--- config.mk ---
export PLATFORM = sky130hd
export DESIGN_NAME = cdz_doze_ctrl
export DESIGN_NICKNAME = d
export VERILOG_FILES = /design/src/cdz_pkg.sv /design/src/cdz_doze_ctrl.sv
export VERILOG_INCLUDE_DIRS = /design/src /design/src/src
export SDC_FILE = /design/constraint.sdc
export NUM_CORES = 1
export LEC_CHECK = 0
export BUFFER_PORTS_ARGS = -buffer_cell sky130_fd_sc_hd__buf_2
export CORE_ASPECT_RATIO = 0.7
export CORE_UTILIZATION = 50
export DETAILED_ROUTE_END_ITERATION = 10
export GPL_TIMING_DRIVEN = 0
export PLACE_DENSITY = 0.75
export SKIP_CTS_REPAIR_TIMING = 1
export SYNTH_ARGS = -nofsm -noshare
export SYNTH_HDL_FRONTEND = slang
export SYNTH_SLANG_ARGS = --single-unit
--- constraint.sdc ---
create_clock -name clk -period 2.65 [get_ports clk]
set_input_delay 0.265 -clock clk [delete_from_list [all_inputs] [get_ports clk]]
set_output_delay 0.265 -clock clk [all_outputs]
set_load 0.03 [all_outputs]
--- src/cdz_map.svh ---
// Register offsets, field positions and reset values of the doze control
`ifndef CDZ_MAP_SVH
`define CDZ_MAP_SVH
`define CDZ_ADDR_W 12
`define CDZ_OFF_CTRL 12'h88c
`define CDZ_RST_CTRL 8'h00
`define CDZ_BIT_IDLE 7
`define CDZ_BIT_DOZE 6
`define CDZ_BIT_ROI 5
`define CDZ_BIT_DOE 4
`define CDZ_RATIO_HI 2
`define CDZ_RATIO_LO 0
`define CDZ_CTRL_MASK 8'hf7
`endif

--- src/cdz_pkg.sv ---
// Types shared by the doze control block
`default_nettype none
package cdz_pkg;
    typedef struct packed {
        logic idleSel;
        logic dozeEn;
        logic recoverOnInt;
        logic reduceOnReturn;
        logic [2:0] ratio;
    } cdz_ctrl_t;
    typedef enum logic [1:0] {
        ST_RUN = 2'b00,
        ST_FINISH = 2'b01,
        ST_VECTOR = 2'b10
    } cdz_state_t;
    typedef struct packed {
        logic issue;
        logic vector;
        logic sleep;
        logic idle;
    } cdz_core_t;
endpackage
`default_nettype wire

--- src/cdz_doze_ctrl.sv ---
// Reduced-rate (doze) execution control for the processor core
//
// Contract
// - Interrupt with recover bit 0 runs its service routine at reduced rate.
// - Interrupt latency in doze with recover bit 0 grows in proportion to the doze ratio.
// - Interrupt with recover bit 1 clears doze enable, resumes full speed.
// - On recovery, finish prefetched instruction first, then vector.
// - Recovery takes effect at once, even mid doze period.
// - Return from interrupt with reduce-on-return 1 sets doze enable.
// - Sleep instruction enters Sleep if idle bit 0, Idle if 1.
`timescale 1ns/100ps
`default_nettype none
`include "cdz_map.svh"
module cdz_doze_ctrl
(
    // Clock and reset
    input wire logic clk,
    input wire logic arst_n,
    // Register port
    input wire logic [`CDZ_ADDR_W-1:0] regAddr,
    input wire logic [7:0] regWdata,
    input wire logic regWr,
    input wire logic regRd,
    output logic [7:0] regRdata,
    // Core sequencer events (one-cycle pulses)
    input wire logic intReq,
    input wire logic retfiExec,
    input wire logic sleepExec,
    // Core control
    output cdz_pkg::cdz_core_t coreCtl
);
    cdz_pkg::cdz_ctrl_t ctrl_q;
    cdz_pkg::cdz_state_t state_q;
    logic [7:0] divCnt_q;
    logic [7:0] lastCnt;
    logic tick;
    logic [7:0] ctrlBits;
    logic [7:0] rdata_q;
    cdz_pkg::cdz_core_t core_q;
    // Reset image of the register, split into its fields below
    localparam logic [7:0] rstCtrl = `CDZ_RST_CTRL;

    // ----------------------------------------
    // Doze ratio divider
    // ----------------------------------------
    // Ratio k gives a period of 2^(k+1) system cycles. The last count is
    // formed by a right shift so that ratio 7 (256 cycles) needs no ninth
    // counter bit.
    assign lastCnt = 8'hff >> (3'h7 - ctrl_q.ratio);
    // Compare with >= so that lowering the ratio mid period cannot strand
    // the counter above its new end and stall the core for 256 cycles
    assign tick = !ctrl_q.dozeEn || (divCnt_q >= lastCnt);
    assign ctrlBits = {ctrl_q.idleSel, ctrl_q.dozeEn, ctrl_q.recoverOnInt,
        ctrl_q.reduceOnReturn, 1'b0, ctrl_q.ratio};

    always_ff @(posedge clk or negedge arst_n)
    begin
        if (!arst_n)
            divCnt_q <= 8'h00;
        else if (tick || (intReq && ctrl_q.recoverOnInt))
            divCnt_q <= 8'h00;
        else
            divCnt_q <= divCnt_q + 8'h01;
    end

    // ----------------------------------------
    // Control register
    // ----------------------------------------
    // Hardware updates of doze enable win over a software write
    always_ff @(posedge clk or negedge arst_n)
    begin
        if (!arst_n)
            ctrl_q <= {rstCtrl[`CDZ_BIT_IDLE], rstCtrl[`CDZ_BIT_DOZE],
                rstCtrl[`CDZ_BIT_ROI], rstCtrl[`CDZ_BIT_DOE],
                rstCtrl[`CDZ_RATIO_HI:`CDZ_RATIO_LO]};
        else
        begin
            // Bit 3 is unimplemented: fields are picked out one by one so
            // that the 8-bit write lines up with the 7-bit packed register
            if (regWr && regAddr == `CDZ_OFF_CTRL)
                ctrl_q <= {regWdata[`CDZ_BIT_IDLE], regWdata[`CDZ_BIT_DOZE],
                    regWdata[`CDZ_BIT_ROI], regWdata[`CDZ_BIT_DOE],
                    regWdata[`CDZ_RATIO_HI:`CDZ_RATIO_LO]};
            if (intReq && ctrl_q.recoverOnInt)
                ctrl_q.dozeEn <= 1'b0;
            else if (retfiExec && ctrl_q.reduceOnReturn)
                ctrl_q.dozeEn <= 1'b1;
        end
    end

    always_ff @(posedge clk or negedge arst_n)
    begin
        if (!arst_n)
            rdata_q <= 8'h00;
        else if (regRd && regAddr == `CDZ_OFF_CTRL)
            rdata_q <= ctrlBits;
        else
            rdata_q <= 8'h00;
    end
    assign regRdata = rdata_q;

    // ----------------------------------------
    // Interrupt sequencing
    // ----------------------------------------
    // RUN: normal issue. FINISH: prefetched instruction at full speed.
    // VECTOR: vectoring cycle. Without recovery the vector waits a tick.
    always_ff @(posedge clk or negedge arst_n)
    begin
        if (!arst_n)
            state_q <= cdz_pkg::ST_RUN;
        else
            case (state_q)
                cdz_pkg::ST_RUN:
                    if (intReq && ctrl_q.recoverOnInt)
                        state_q <= cdz_pkg::ST_FINISH;
                    else if (intReq)
                        state_q <= cdz_pkg::ST_VECTOR;
                cdz_pkg::ST_FINISH:
                    state_q <= cdz_pkg::ST_VECTOR;
                cdz_pkg::ST_VECTOR:
                    if (tick)
                        state_q <= cdz_pkg::ST_RUN;
                default:
                    state_q <= cdz_pkg::ST_RUN;
            endcase
    end

    // ----------------------------------------
    // Core outputs
    // ----------------------------------------
    always_ff @(posedge clk or negedge arst_n)
    begin
        if (!arst_n)
            core_q <= '0;
        else
        begin
            core_q.issue <= tick && state_q != cdz_pkg::ST_VECTOR;
            core_q.vector <= state_q == cdz_pkg::ST_VECTOR && tick;
            core_q.sleep <= sleepExec && !ctrl_q.idleSel;
            core_q.idle <= sleepExec && ctrl_q.idleSel;
        end
    end
    assign coreCtl = core_q;

    // ----------------------------------------
    // Checks
    // ----------------------------------------
    // Clear beats set, so a return in the same cycle must not keep doze on
    a_roi_clears_doze: assert property (@(posedge clk)
        disable iff (!arst_n)
        intReq && ctrl_q.recoverOnInt |=> !ctrl_q.dozeEn)
        else $error("doze enable not cleared on recovery");

    a_return_sets_doze: assert property (@(posedge clk)
        disable iff (!arst_n)
        retfiExec && ctrl_q.reduceOnReturn && !intReq |=> ctrl_q.dozeEn)
        else $error("doze enable not set on return");

    a_finish_then_vec: assert property (@(posedge clk)
        disable iff (!arst_n)
        state_q == cdz_pkg::ST_RUN && intReq && ctrl_q.recoverOnInt
        |=> state_q == cdz_pkg::ST_FINISH ##1 state_q == cdz_pkg::ST_VECTOR
        ##1 core_q.vector)
        else $error("recovery did not finish then vector");

    a_prefetch_issue: assert property (@(posedge clk)
        disable iff (!arst_n)
        state_q == cdz_pkg::ST_FINISH |=> core_q.issue)
        else $error("prefetched instruction not issued");

    a_recover_now: assert property (@(posedge clk)
        disable iff (!arst_n)
        intReq && ctrl_q.recoverOnInt |=> tick)
        else $error("recovery waited for doze period");

    a_recover_restart: assert property (@(posedge clk)
        disable iff (!arst_n)
        intReq && ctrl_q.recoverOnInt |=> divCnt_q == 8'h00)
        else $error("doze divider not restarted on recovery");

    a_sleep_select: assert property (@(posedge clk)
        disable iff (!arst_n)
        sleepExec |=> (core_q.idle == $past(ctrl_q.idleSel))
        && (core_q.sleep != $past(ctrl_q.idleSel)))
        else $error("wrong sleep mode entered");

    a_sleep_on_cmd: assert property (@(posedge clk)
        disable iff (!arst_n)
        !sleepExec |=> !core_q.sleep && !core_q.idle)
        else $error("sleep or idle without a sleep instruction");

    a_period_gap: assert property (@(posedge clk)
        disable iff (!arst_n)
        ctrl_q.dozeEn && ctrl_q.ratio == 3'h0 && tick && !intReq
        ##1 ctrl_q.dozeEn && ctrl_q.ratio == 3'h0 |-> !tick)
        else $error("issue rate too high in doze");

    a_doze_no_burst: assert property (@(posedge clk)
        disable iff (!arst_n)
        ctrl_q.dozeEn && tick && !intReq ##1 ctrl_q.dozeEn |-> !tick)
        else $error("two doze ticks in a row");

    a_full_speed: assert property (@(posedge clk)
        disable iff (!arst_n)
        !ctrl_q.dozeEn && state_q != cdz_pkg::ST_VECTOR |=> core_q.issue)
        else $error("issue slot lost at full speed");

    a_reduced_isr: assert property (@(posedge clk)
        disable iff (!arst_n)
        state_q == cdz_pkg::ST_RUN && intReq && !ctrl_q.recoverOnInt
        |=> state_q == cdz_pkg::ST_VECTOR && $stable(ctrl_q.dozeEn))
        else $error("reduced-rate service not kept");

    a_vector_on_tick: assert property (@(posedge clk)
        disable iff (!arst_n)
        state_q == cdz_pkg::ST_VECTOR && tick |=> core_q.vector)
        else $error("vector not issued on doze tick");

    a_latency_wait: assert property (@(posedge clk)
        disable iff (!arst_n)
        state_q == cdz_pkg::ST_VECTOR && !tick |=> !core_q.vector)
        else $error("vector issued before doze tick");

    a_vector_no_issue: assert property (@(posedge clk)
        disable iff (!arst_n)
        state_q == cdz_pkg::ST_VECTOR |=> !core_q.issue)
        else $error("instruction issued while waiting to vector");

    a_read_idle_zero: assert property (@(posedge clk)
        disable iff (!arst_n)
        !regRd |=> regRdata == 8'h00)
        else $error("read data not zero outside a read");
endmodule // cdz_doze_ctrl
`default_nettype wire

==> reports/results.ini, run 1 <==
[worst_setup_path]
r2r_start=ctrlBits[2]
path_delay_family=compound AO/OA/AOI/OAI gates
timing.critical_path.buf_inv=1
regToRegSetupSlack_ns=0.49
critPathLaunchType=flop
slowest_stage=ha_1
endpoint_kind=flop
crit_fanout=9
crit_chain=clkbuf_1 -> o21ai_0 -> ha_1 -> nand4_1 -> o2111a_1 -> a22o_2 -> a31o_1
worstRegToRegCells=7
crit_start=ctrlBits[2]
cp.required_ns=2.82
cp.arrival_ns=2.33
timing.rr.end=state_q[1]
cpPeakStageDelay_ns=0.36
path_class=reg2reg

[pwr]
p_seq_share_pct=52.8
pwr-share-comb_pct=7.6
leakage_nw=0.833
p_sw_share_pct=20.1
p_switching_w=0.000167
clockPowerShare_pct=39.6
internal_power_w=0.000663
powerDensity_nw_per_um2=507
vdd_drop_max_mv=0.577

[sta]
worst_pin_slew_ns=0.586
hold_violations=28
finalCritPeriodShare_pct=81.5
skew_ns=0.00183
rsz0062_at_grt=no
setup_viol=0
max_freq_ghz=0.463
setup_tns_ns=0
fin_crit_ns=2.16
slew_headroom_pct=60.9
slew_viol_final=0
timing.hold.ws_ns=-0.0148

[place]
hpwl_um=1990
port_buffers=36
place_congestion=0.801
placed_cells=184

[yosys]
synth_cells=114
syn-cell-area_um2=1340
avgSynthCellArea_um2=11.8
synth_edf_count=0
ys_types=34
syn-num-nets=149
yosysSeqAreaShare_pct=52.2
ys_warn_count=0
ys_async_sr_fraction_pct=100
synth_ff_type=dfrtp_1
synth-seq-cells=28

[global_route]
grt_remaining_overflow=0
busiest_layer=met2
track_usage_pct=21.4
grt_antenna_before_repair=0
met3_usage_pct=5.81
grtUsageMet1_pct=27.7
grt_start_max_net_pins=29
grtUsageMet2_pct=36.8
grt_pass1_vias=980
grt_pass1_wl_um=4570

[die]
ios=39
core_um2=2500
row_count=15
die_x_um=63.9
start_util_pct=53.8
dieHeight_um=45.4
die-area_um2=2900

[clocking]
clock_path_buffers=2
path_clk_slew_ns=0.09
cts.sinks=28
root_buffer=clkbuf_8
worstSkewPairLatency_ns=0.27
cts_max_level=1
cts_tree=built
numCtsBuffers=3

[finish]
nFillCells=211
fin_nets=190
drive_gt1_share_pct=35.1
areaGrowthSynthToFinish_pct=21.9
instances_no_fill=188
antennaDiodeCount=0

[outcome]
status=finished with violations
violations=hold timing

[route]
routed_wl_um=2550
routed-via-count=955
route.detailed.drc=0
ant_nets=0
dr.first_iter.drc_count=15
vias_per_cell=5.08
dr.pass1.iters=3
wl_per_cell_um=13.6

[hold_path]
min-delay-path-class=in2async

[job]
maxCapViolations=0

[power groups by stage]
stage               sequential (W)  clock [W]  combinational, W
floorplan                 0.000453          0         0.0000210
global placement          0.000446          0         0.0000616
detailed placement        0.000447          0         0.0000643
CTS                       0.000438   0.000334         0.0000646
global route              0.000439   0.000354         0.0000699
finish                    0.000438   0.000329         0.0000635
[per-stage QoR]
step	cell area, um^2	total power [W]	setup slack [ns]	util [%]
finish	1640	0.000830	0.489	65.6
global route	1640	0.000863	0.271	65.6
CTS	1640	0.000837	0.481	65.6
detailed placement	1570	0.000511	0.517	62.7
global placement	1570	0.000508	0.596	62.7
floorplan	1340	0.000474	0.746	-
[cells by family after synthesis]
kind of cell / Yosys count / share of synthesized area [%]
and+or+nand+nor: 44 / 21.0
DFF: 28 / 52.2
AOI/OAI and AO/OA: 16 / 8.48
adders and majority gates: 8 / 7.46
xor gates and xnor gates: 6 / 3.91
muxes: 6 / 5.03
buffers and inverters: 5 / 1.68
other: 1 / 0.279
[cell usage after synthesis (all sizes together) (2+ instances only)]
| cell | instances | area [um^2] |
|---|---|---|
| nand2 | 4 | 15.0 |
| xnor2 | 2 | 17.5 |
| mux2 | 6 | 67.6 |
| inv | 3 | 11.3 |
| dfrtp | 28 | 701 |
| a21oi | 6 | 30.0 |
| xor2 | 4 | 35.0 |
| ha | 8 | 100 |
| nor2 | 9 | 33.8 |
| and2 | 10 | 62.6 |
| nor4b | 4 | 47.6 |
| nor3b | 2 | 20.0 |
| nor2b | 2 | 12.5 |
| a211oi | 2 | 15.0 |
| o21ai | 2 | 10.0 |
| and3 | 2 | 12.5 |
| nand3 | 4 | 20.0 |
| nand4 | 3 | 25.0 |
[state kept, by name, indices dropped and copies added (netlist names)]
register  cells
ctrlBits      7
state_q       2
regRdata      7
coreCtl       4
divCnt_q      8
[cells in the final DEF, fill, tap and decap left out, types with 2 or more instances in the layout]
| master | netlist | final |
|---|---|---|
| nand4_1 | 2 | 2 |
| xor2_1 | 4 | 4 |
| xnor2_1 | 2 | 2 |
| nor4b_1 | 2 | 2 |
| and3_1 | 2 | 2 |
| buf_2 | 0 | 36 |
| mux2_2 | 6 | 6 |
| nor2_1 | 9 | 9 |
| nor2b_1 | 2 | 2 |
| nor4b_2 | 2 | 2 |
| ha_1 | 8 | 8 |
| nand3_1 | 4 | 4 |
| dfrtp_1 | 28 | 28 |
| a211oi_1 | 2 | 2 |
| o21ai_0 | 2 | 2 |
| a21oi_1 | 6 | 6 |
| inv_1 | 3 | 3 |
| and2_1 | 10 | 10 |
| clkbuf_8 | 0 | 3 |
| nand2_1 | 4 | 4 |
[layer usage]
| layer | part of all wire [%] | wire length, um |
|---|---|---|
| met5 | 0 | 0 |
| met4 | 0.59 | 15 |
| met3 | 4.0 | 101 |
| met2 | 49 | 1240 |
| met1 | 47 | 1190 |
[layout make-up]
type / count / area, um^2 / area share, %
buffer: 2 / 11.3 / 0.688
sequential: 28 / 701 / 42.8
timing repair buffer: 36 / 180 / 11.0
tap: 34 / 42.5 / 2.60
clock inverter: 1 / 30.0 / 1.83
inverter: 3 / 11.3 / 0.688
clock buffer: 3 / 41.3 / 2.52
multi-input combinational: 81 / 619 / 37.8
[worst max path at each step]
stage	endpoint	cells after the start	slack, ns
6_report	state_q[1]	7	0.49
5_1_grt	state_q[1]	7	0.27
4_1_cts	state_q[1]	7	0.48
3_5_place_dp	state_q[1]	7	0.52
3_3_place_gp	state_q[1]	7	0.60
2_1_floorplan	state_q[1]	7	0.75
(Power assumes the default switching activity.)
==> run 2, diff against run 1 <==
- CORE_UTILIZATION: 50 -> 45
- PLACE_DENSITY: 0.75 -> 0.72
- clock period: 2.65 -> 1.89 ns (I/O delays scaled with it)
==> run 2 against run 1 <==
Effect of this change: the run now ends clean; non-clock buffer count increased by 3; combinational power up 49%; worst hold slack gained 0.15 ns; critical path depth unchanged; flip-flop and latch count did not move; cell area up 3.7%; utilization decreased by 5.4 points; register-to-register slack worse by 0.41 ns; worst setup slack got worse by 0.41 ns; sequential power increased by 40%; clock skew is 0.0054 ns higher; critical endpoint unchanged.
==> reports/results.ini, run 2 (synthesis results as in run 1) <==
[outcome]
status=finished clean

[sta]
timing.hold.ws_ns=0.135
slew_viol_final=0
finalCritPeriodShare_pct=95.7
max_freq_ghz=0.553
slew_headroom_pct=59.9
setup_tns_ns=0
setup_viol=0
skew_ns=0.00724
worst_pin_slew_ns=0.602
fin_crit_ns=1.81
hold_violations=0

[route]
route.detailed.drc=0
routed-via-count=975
ant_nets=0
wl_per_cell_um=13.7
wl_met1_um=1280
routed_wl_um=2640
dr.first_iter.drc_count=22
wl_met3_um=96
met2_length_um=1250
top_layer_used=met4
dr.pass1.iters=4
vias_per_cell=5.05

[finish]
largest_reg_flops=8
areaGrowthSynthToFinish_pct=26.5
final_cell_mix=buf_2, dfrtp_1, and2_1
finalCoreUtilization_pct=60.2
antennaDiodeCount=0
final_common_cell=buf_2
top_register=divCnt_q
drive_gt1_share_pct=38.9
fin_nets=193
nFillCells=256
instances_no_fill=193

[worst_setup_path]
crit_fanout=8
critPathLaunchType=flop
cp.required_ns=2.07
endpoint_kind=flop
cp.arrival_ns=1.99
path_class=reg2reg

[pwr]
powerDensity_nw_per_um2=695
leakage_nw=0.857
vdd_drop_max_mv=0.492

[die]
start_util_pct=47.6
ios=39
die-area_um2=3210
core_um2=2820
die_x_um=67.3
row_count=16
dieHeight_um=47.7

[global_route]
grt_antenna_before_repair=0
grt_start_max_net_pins=29
grt_pass1_vias=915
grt_pass1_wl_um=4190
track_usage_pct=18.4
grt_remaining_overflow=0

[clocking]
root_buffer=clkbuf_8
worstSkewPairLatency_ns=0.28
path_clk_slew_ns=0.10
cts_tree=built
cts_max_level=1
clock_path_buffers=2
cts.sinks=28
numCtsBuffers=3

[place]
port_buffers=36
placed_cells=186
hpwl_um=1970
place_congestion=0.767

[hold_path]
min-delay-path-class=in2reg

[job]
maxCapViolations=0

run 2: cell count changes in the layout (fill, tap and decap cells not counted), sizes merged:
cell	delta
clkbuf	-1
dlygate4sd3	+1
buf	+3
run 2: cell type report:
cell class	count	area, um^2	area share, %
multi-input combinational	81	643	37.9
buffer	2	18.8	1.11
clock buffer	3	41.3	2.43
sequential	28	703	41.4
inverter	3	11.3	0.663
timing repair buffer	39	205	12.1
clock inverter	1	30.0	1.77
tap	36	45.0	2.65
run 2: per-stage QoR:
| stage | total power, W | worst slack, ns | cell area [um^2] |
|---|---|---|---|
| global placement | 0.000712 | -0.0247 | 1570 |
| CTS | 0.00119 | -0.0736 | 1640 |
| finish | 0.00118 | 0.0814 | 1700 |
| detailed placement | 0.000716 | -0.0592 | 1570 |
| global route | 0.00123 | -0.00687 | 1700 |
| floorplan | 0.000665 | 0.0870 | 1340 |
run 2: critical path, stage by stage (launching register included):
cell      delay [ns]
dfrtp_1         0.36
buf_6           0.13
o21ai_1         0.07
ha_1            0.31
nand4_1         0.09
o2111a_2        0.30
a22o_4          0.28
a31o_1          0.17
run 2: routing by layer:
layer | vias to the layer above | GRT usage, %
met5 | - | 0
li1 | 489 | -
met4 | 0 | 2.55
met3 | 2 | 5.00
met1 | 466 | 25.1
met2 | 18 | 30.2
run 2: final timing paths:
kind | startpoint | endpoint | slack (ns) | depth (start not counted)
setup / recovery | ctrlBits[2] | state_q[1] | 0.08 | 7
hold / removal | regWdata[5] | ctrlBits[5] | 0.14 | 2
setup reg to reg | ctrlBits[2] | state_q[1] | 0.08 | 7
hold reg to reg | ctrlBits[7] | coreCtl[1] | 0.46 | 1
max in group asynchronous | arst_n | ctrlBits[1] | 1.01 | 2
min in group asynchronous | arst_n | ctrlBits[4] | 0.44 | 2
run 2: where the power goes:
part | switching, W | total [W] | internal, W
logic | 0.0000519 | 0.0000946 | 0.0000427
registers | 0.00000661 | 0.000615 | 0.000608
clock network | 0.000187 | 0.000471 | 0.000284
total | 0.000245 | 0.00118 | 0.000935
==> run 3, diff against run 2 <==
- CORE_ASPECT_RATIO: 0.7 -> not set
==> run 3 against run 2 <==
Effect of this change: cell count down 3.1%; register-to-register slack got worse by 0.06 ns; largest cell class unchanged; flip-flop and latch count unchanged; count of clock-buffer cells in the layout is the same; utilization decreased by 1.7 points; clock power fell by 50%; total power is 20% lower.
==> reports/results.ini, run 3 (synthesis results as in run 1) <==
[route]
dr.first_iter.drc_count=12
dr.pass1.iters=4
wl_per_cell_um=13.7
ant_nets=0
route.detailed.drc=0
vias_per_cell=5.44
routed-via-count=1017
routed_wl_um=2560

[pwr]
internal_power_w=0.000725
p_switching_w=0.000219
power_w=0.000944
pwr-share-comb_pct=9.7
p_seq_share_pct=65.1
clockPowerShare_pct=25.1
vdd_drop_max_mv=0.493
p_sw_share_pct=23.2
powerDensity_nw_per_um2=581
leakage_nw=0.831

[finish]
fin_nets=193
stdcell_area_um2=1630
final_cell_mix=buf_2, dfrtp_1, and2_1
top_register=divCnt_q
antennaDiodeCount=0
drive_gt1_share_pct=36.5
final_common_cell=buf_2
areaGrowthSynthToFinish_pct=21.1
largest_reg_flops=8
finalCoreUtilization_pct=58.4

[clocking]
path_clk_slew_ns=0.14
numCtsBuffers=3
root_buffer=clkbuf_4
cts_max_level=1
cts_tree=built
cts.sinks=28
worstSkewPairLatency_ns=0.32
clock_path_buffers=2

[global_route]
track_usage_pct=18.1
grt_start_max_net_pins=29
grt_pass1_wl_um=4500
met3_usage_pct=3.00
grt_remaining_overflow=0
grt_pass1_vias=1041
grt_antenna_before_repair=0
busiest_layer=met2
grtUsageMet1_pct=21.8
grtUsageMet2_pct=32.3

[sta]
finalCritPeriodShare_pct=98.7
slew_viol_final=0
skew_ns=0.00445
slew_headroom_pct=59.3
setup_viol=0
worst_pin_slew_ns=0.610
max_freq_ghz=0.536
timing.hold.ws_ns=0.0803
fin_crit_ns=1.87
rsz0062_at_grt=yes
hold_violations=0
setup_tns_ns=0

[job]
maxCapViolations=0

[die]
dieHeight_um=56.6
start_util_pct=48.3
core_um2=2780
row_count=19
die_x_um=56.6
ios=39
die-area_um2=3210

[hold_path]
min-delay-path-class=in2reg

[worst_setup_path]
cp.arrival_ns=2.09
slowest_stage=dfrtp_1
critPathLaunchType=flop
crit_chain=buf_6 -> o21ai_0 -> ha_1 -> nand4_1 -> o2111a_1 -> a22o_4 -> a31o_1
path_class=reg2reg
crit_fanout=9
cpPeakStageDelay_ns=0.37
cp.required_ns=2.12
endpoint_kind=flop

[place]
place_congestion=0.813
port_buffers=36
post_dp_cell_area_um2=1560
hpwl_um=1950

[outcome]
status=finished clean

[run 3: power by group through the flow]
stage	registers (W)	logic [W]	clock network (W)
global placement	0.000626	0.0000860	0
floorplan	0.000636	0.0000294	0
detailed placement	0.000626	0.0000900	0
CTS	0.000615	0.0000907	0.000253
finish	0.000615	0.0000919	0.000237
global route	0.000617	0.000102	0.000271
[run 3: per-stage QoR]
step	instances	worst slack [ns]
floorplan	114	0.0870
global placement	181	0.00764
detailed placement	181	-0.0382
CTS	184	-0.0979
global route	187	-0.0561
finish	187	0.0249
[run 3: per-layer routing]
metal,part of all wire [%],up-vias
met5,0,-
met4,0.59,0
met3,3.0,2
met2,53,22
met1,43,501
li1,-,492
[run 3: path summary, 6_finish.rpt]
kind,slack (ns),start,depth (start not counted),end
min reg2reg,0.46,ctrlBits[7],1,coreCtl[1]
max in group asynchronous,1.07,arst_n,2,ctrlBits[1]
max,0.02,ctrlBits[2],7,state_q[1]
min,0.08,sleepExec,2,coreCtl[0]
max reg2reg,0.02,ctrlBits[2],7,state_q[1]
min in group asynchronous,0.39,arst_n,2,state_q[1]
[run 3: layout make-up]
type                            instances  area, um^2
Buffer                                  2        18.8
Inverter                                3        11.3
Sequential cell                        28         702
Fill cell                             237        1160
Tap cell                               31        38.8
Clock buffer                            3        22.5
Multi-Input combinational cell         81         627
Timing Repair Buffer                   39         205
[run 3: worst max-delay path: cells and delay by family, from the launching register on]
family	cells	cell delay, ns
and+or+nand+nor	1	0.10
DFF	1	0.37
buffers and inverters	1	0.12
adders and majority gates	1	0.34
AOI/OAI and AO/OA	4	0.84
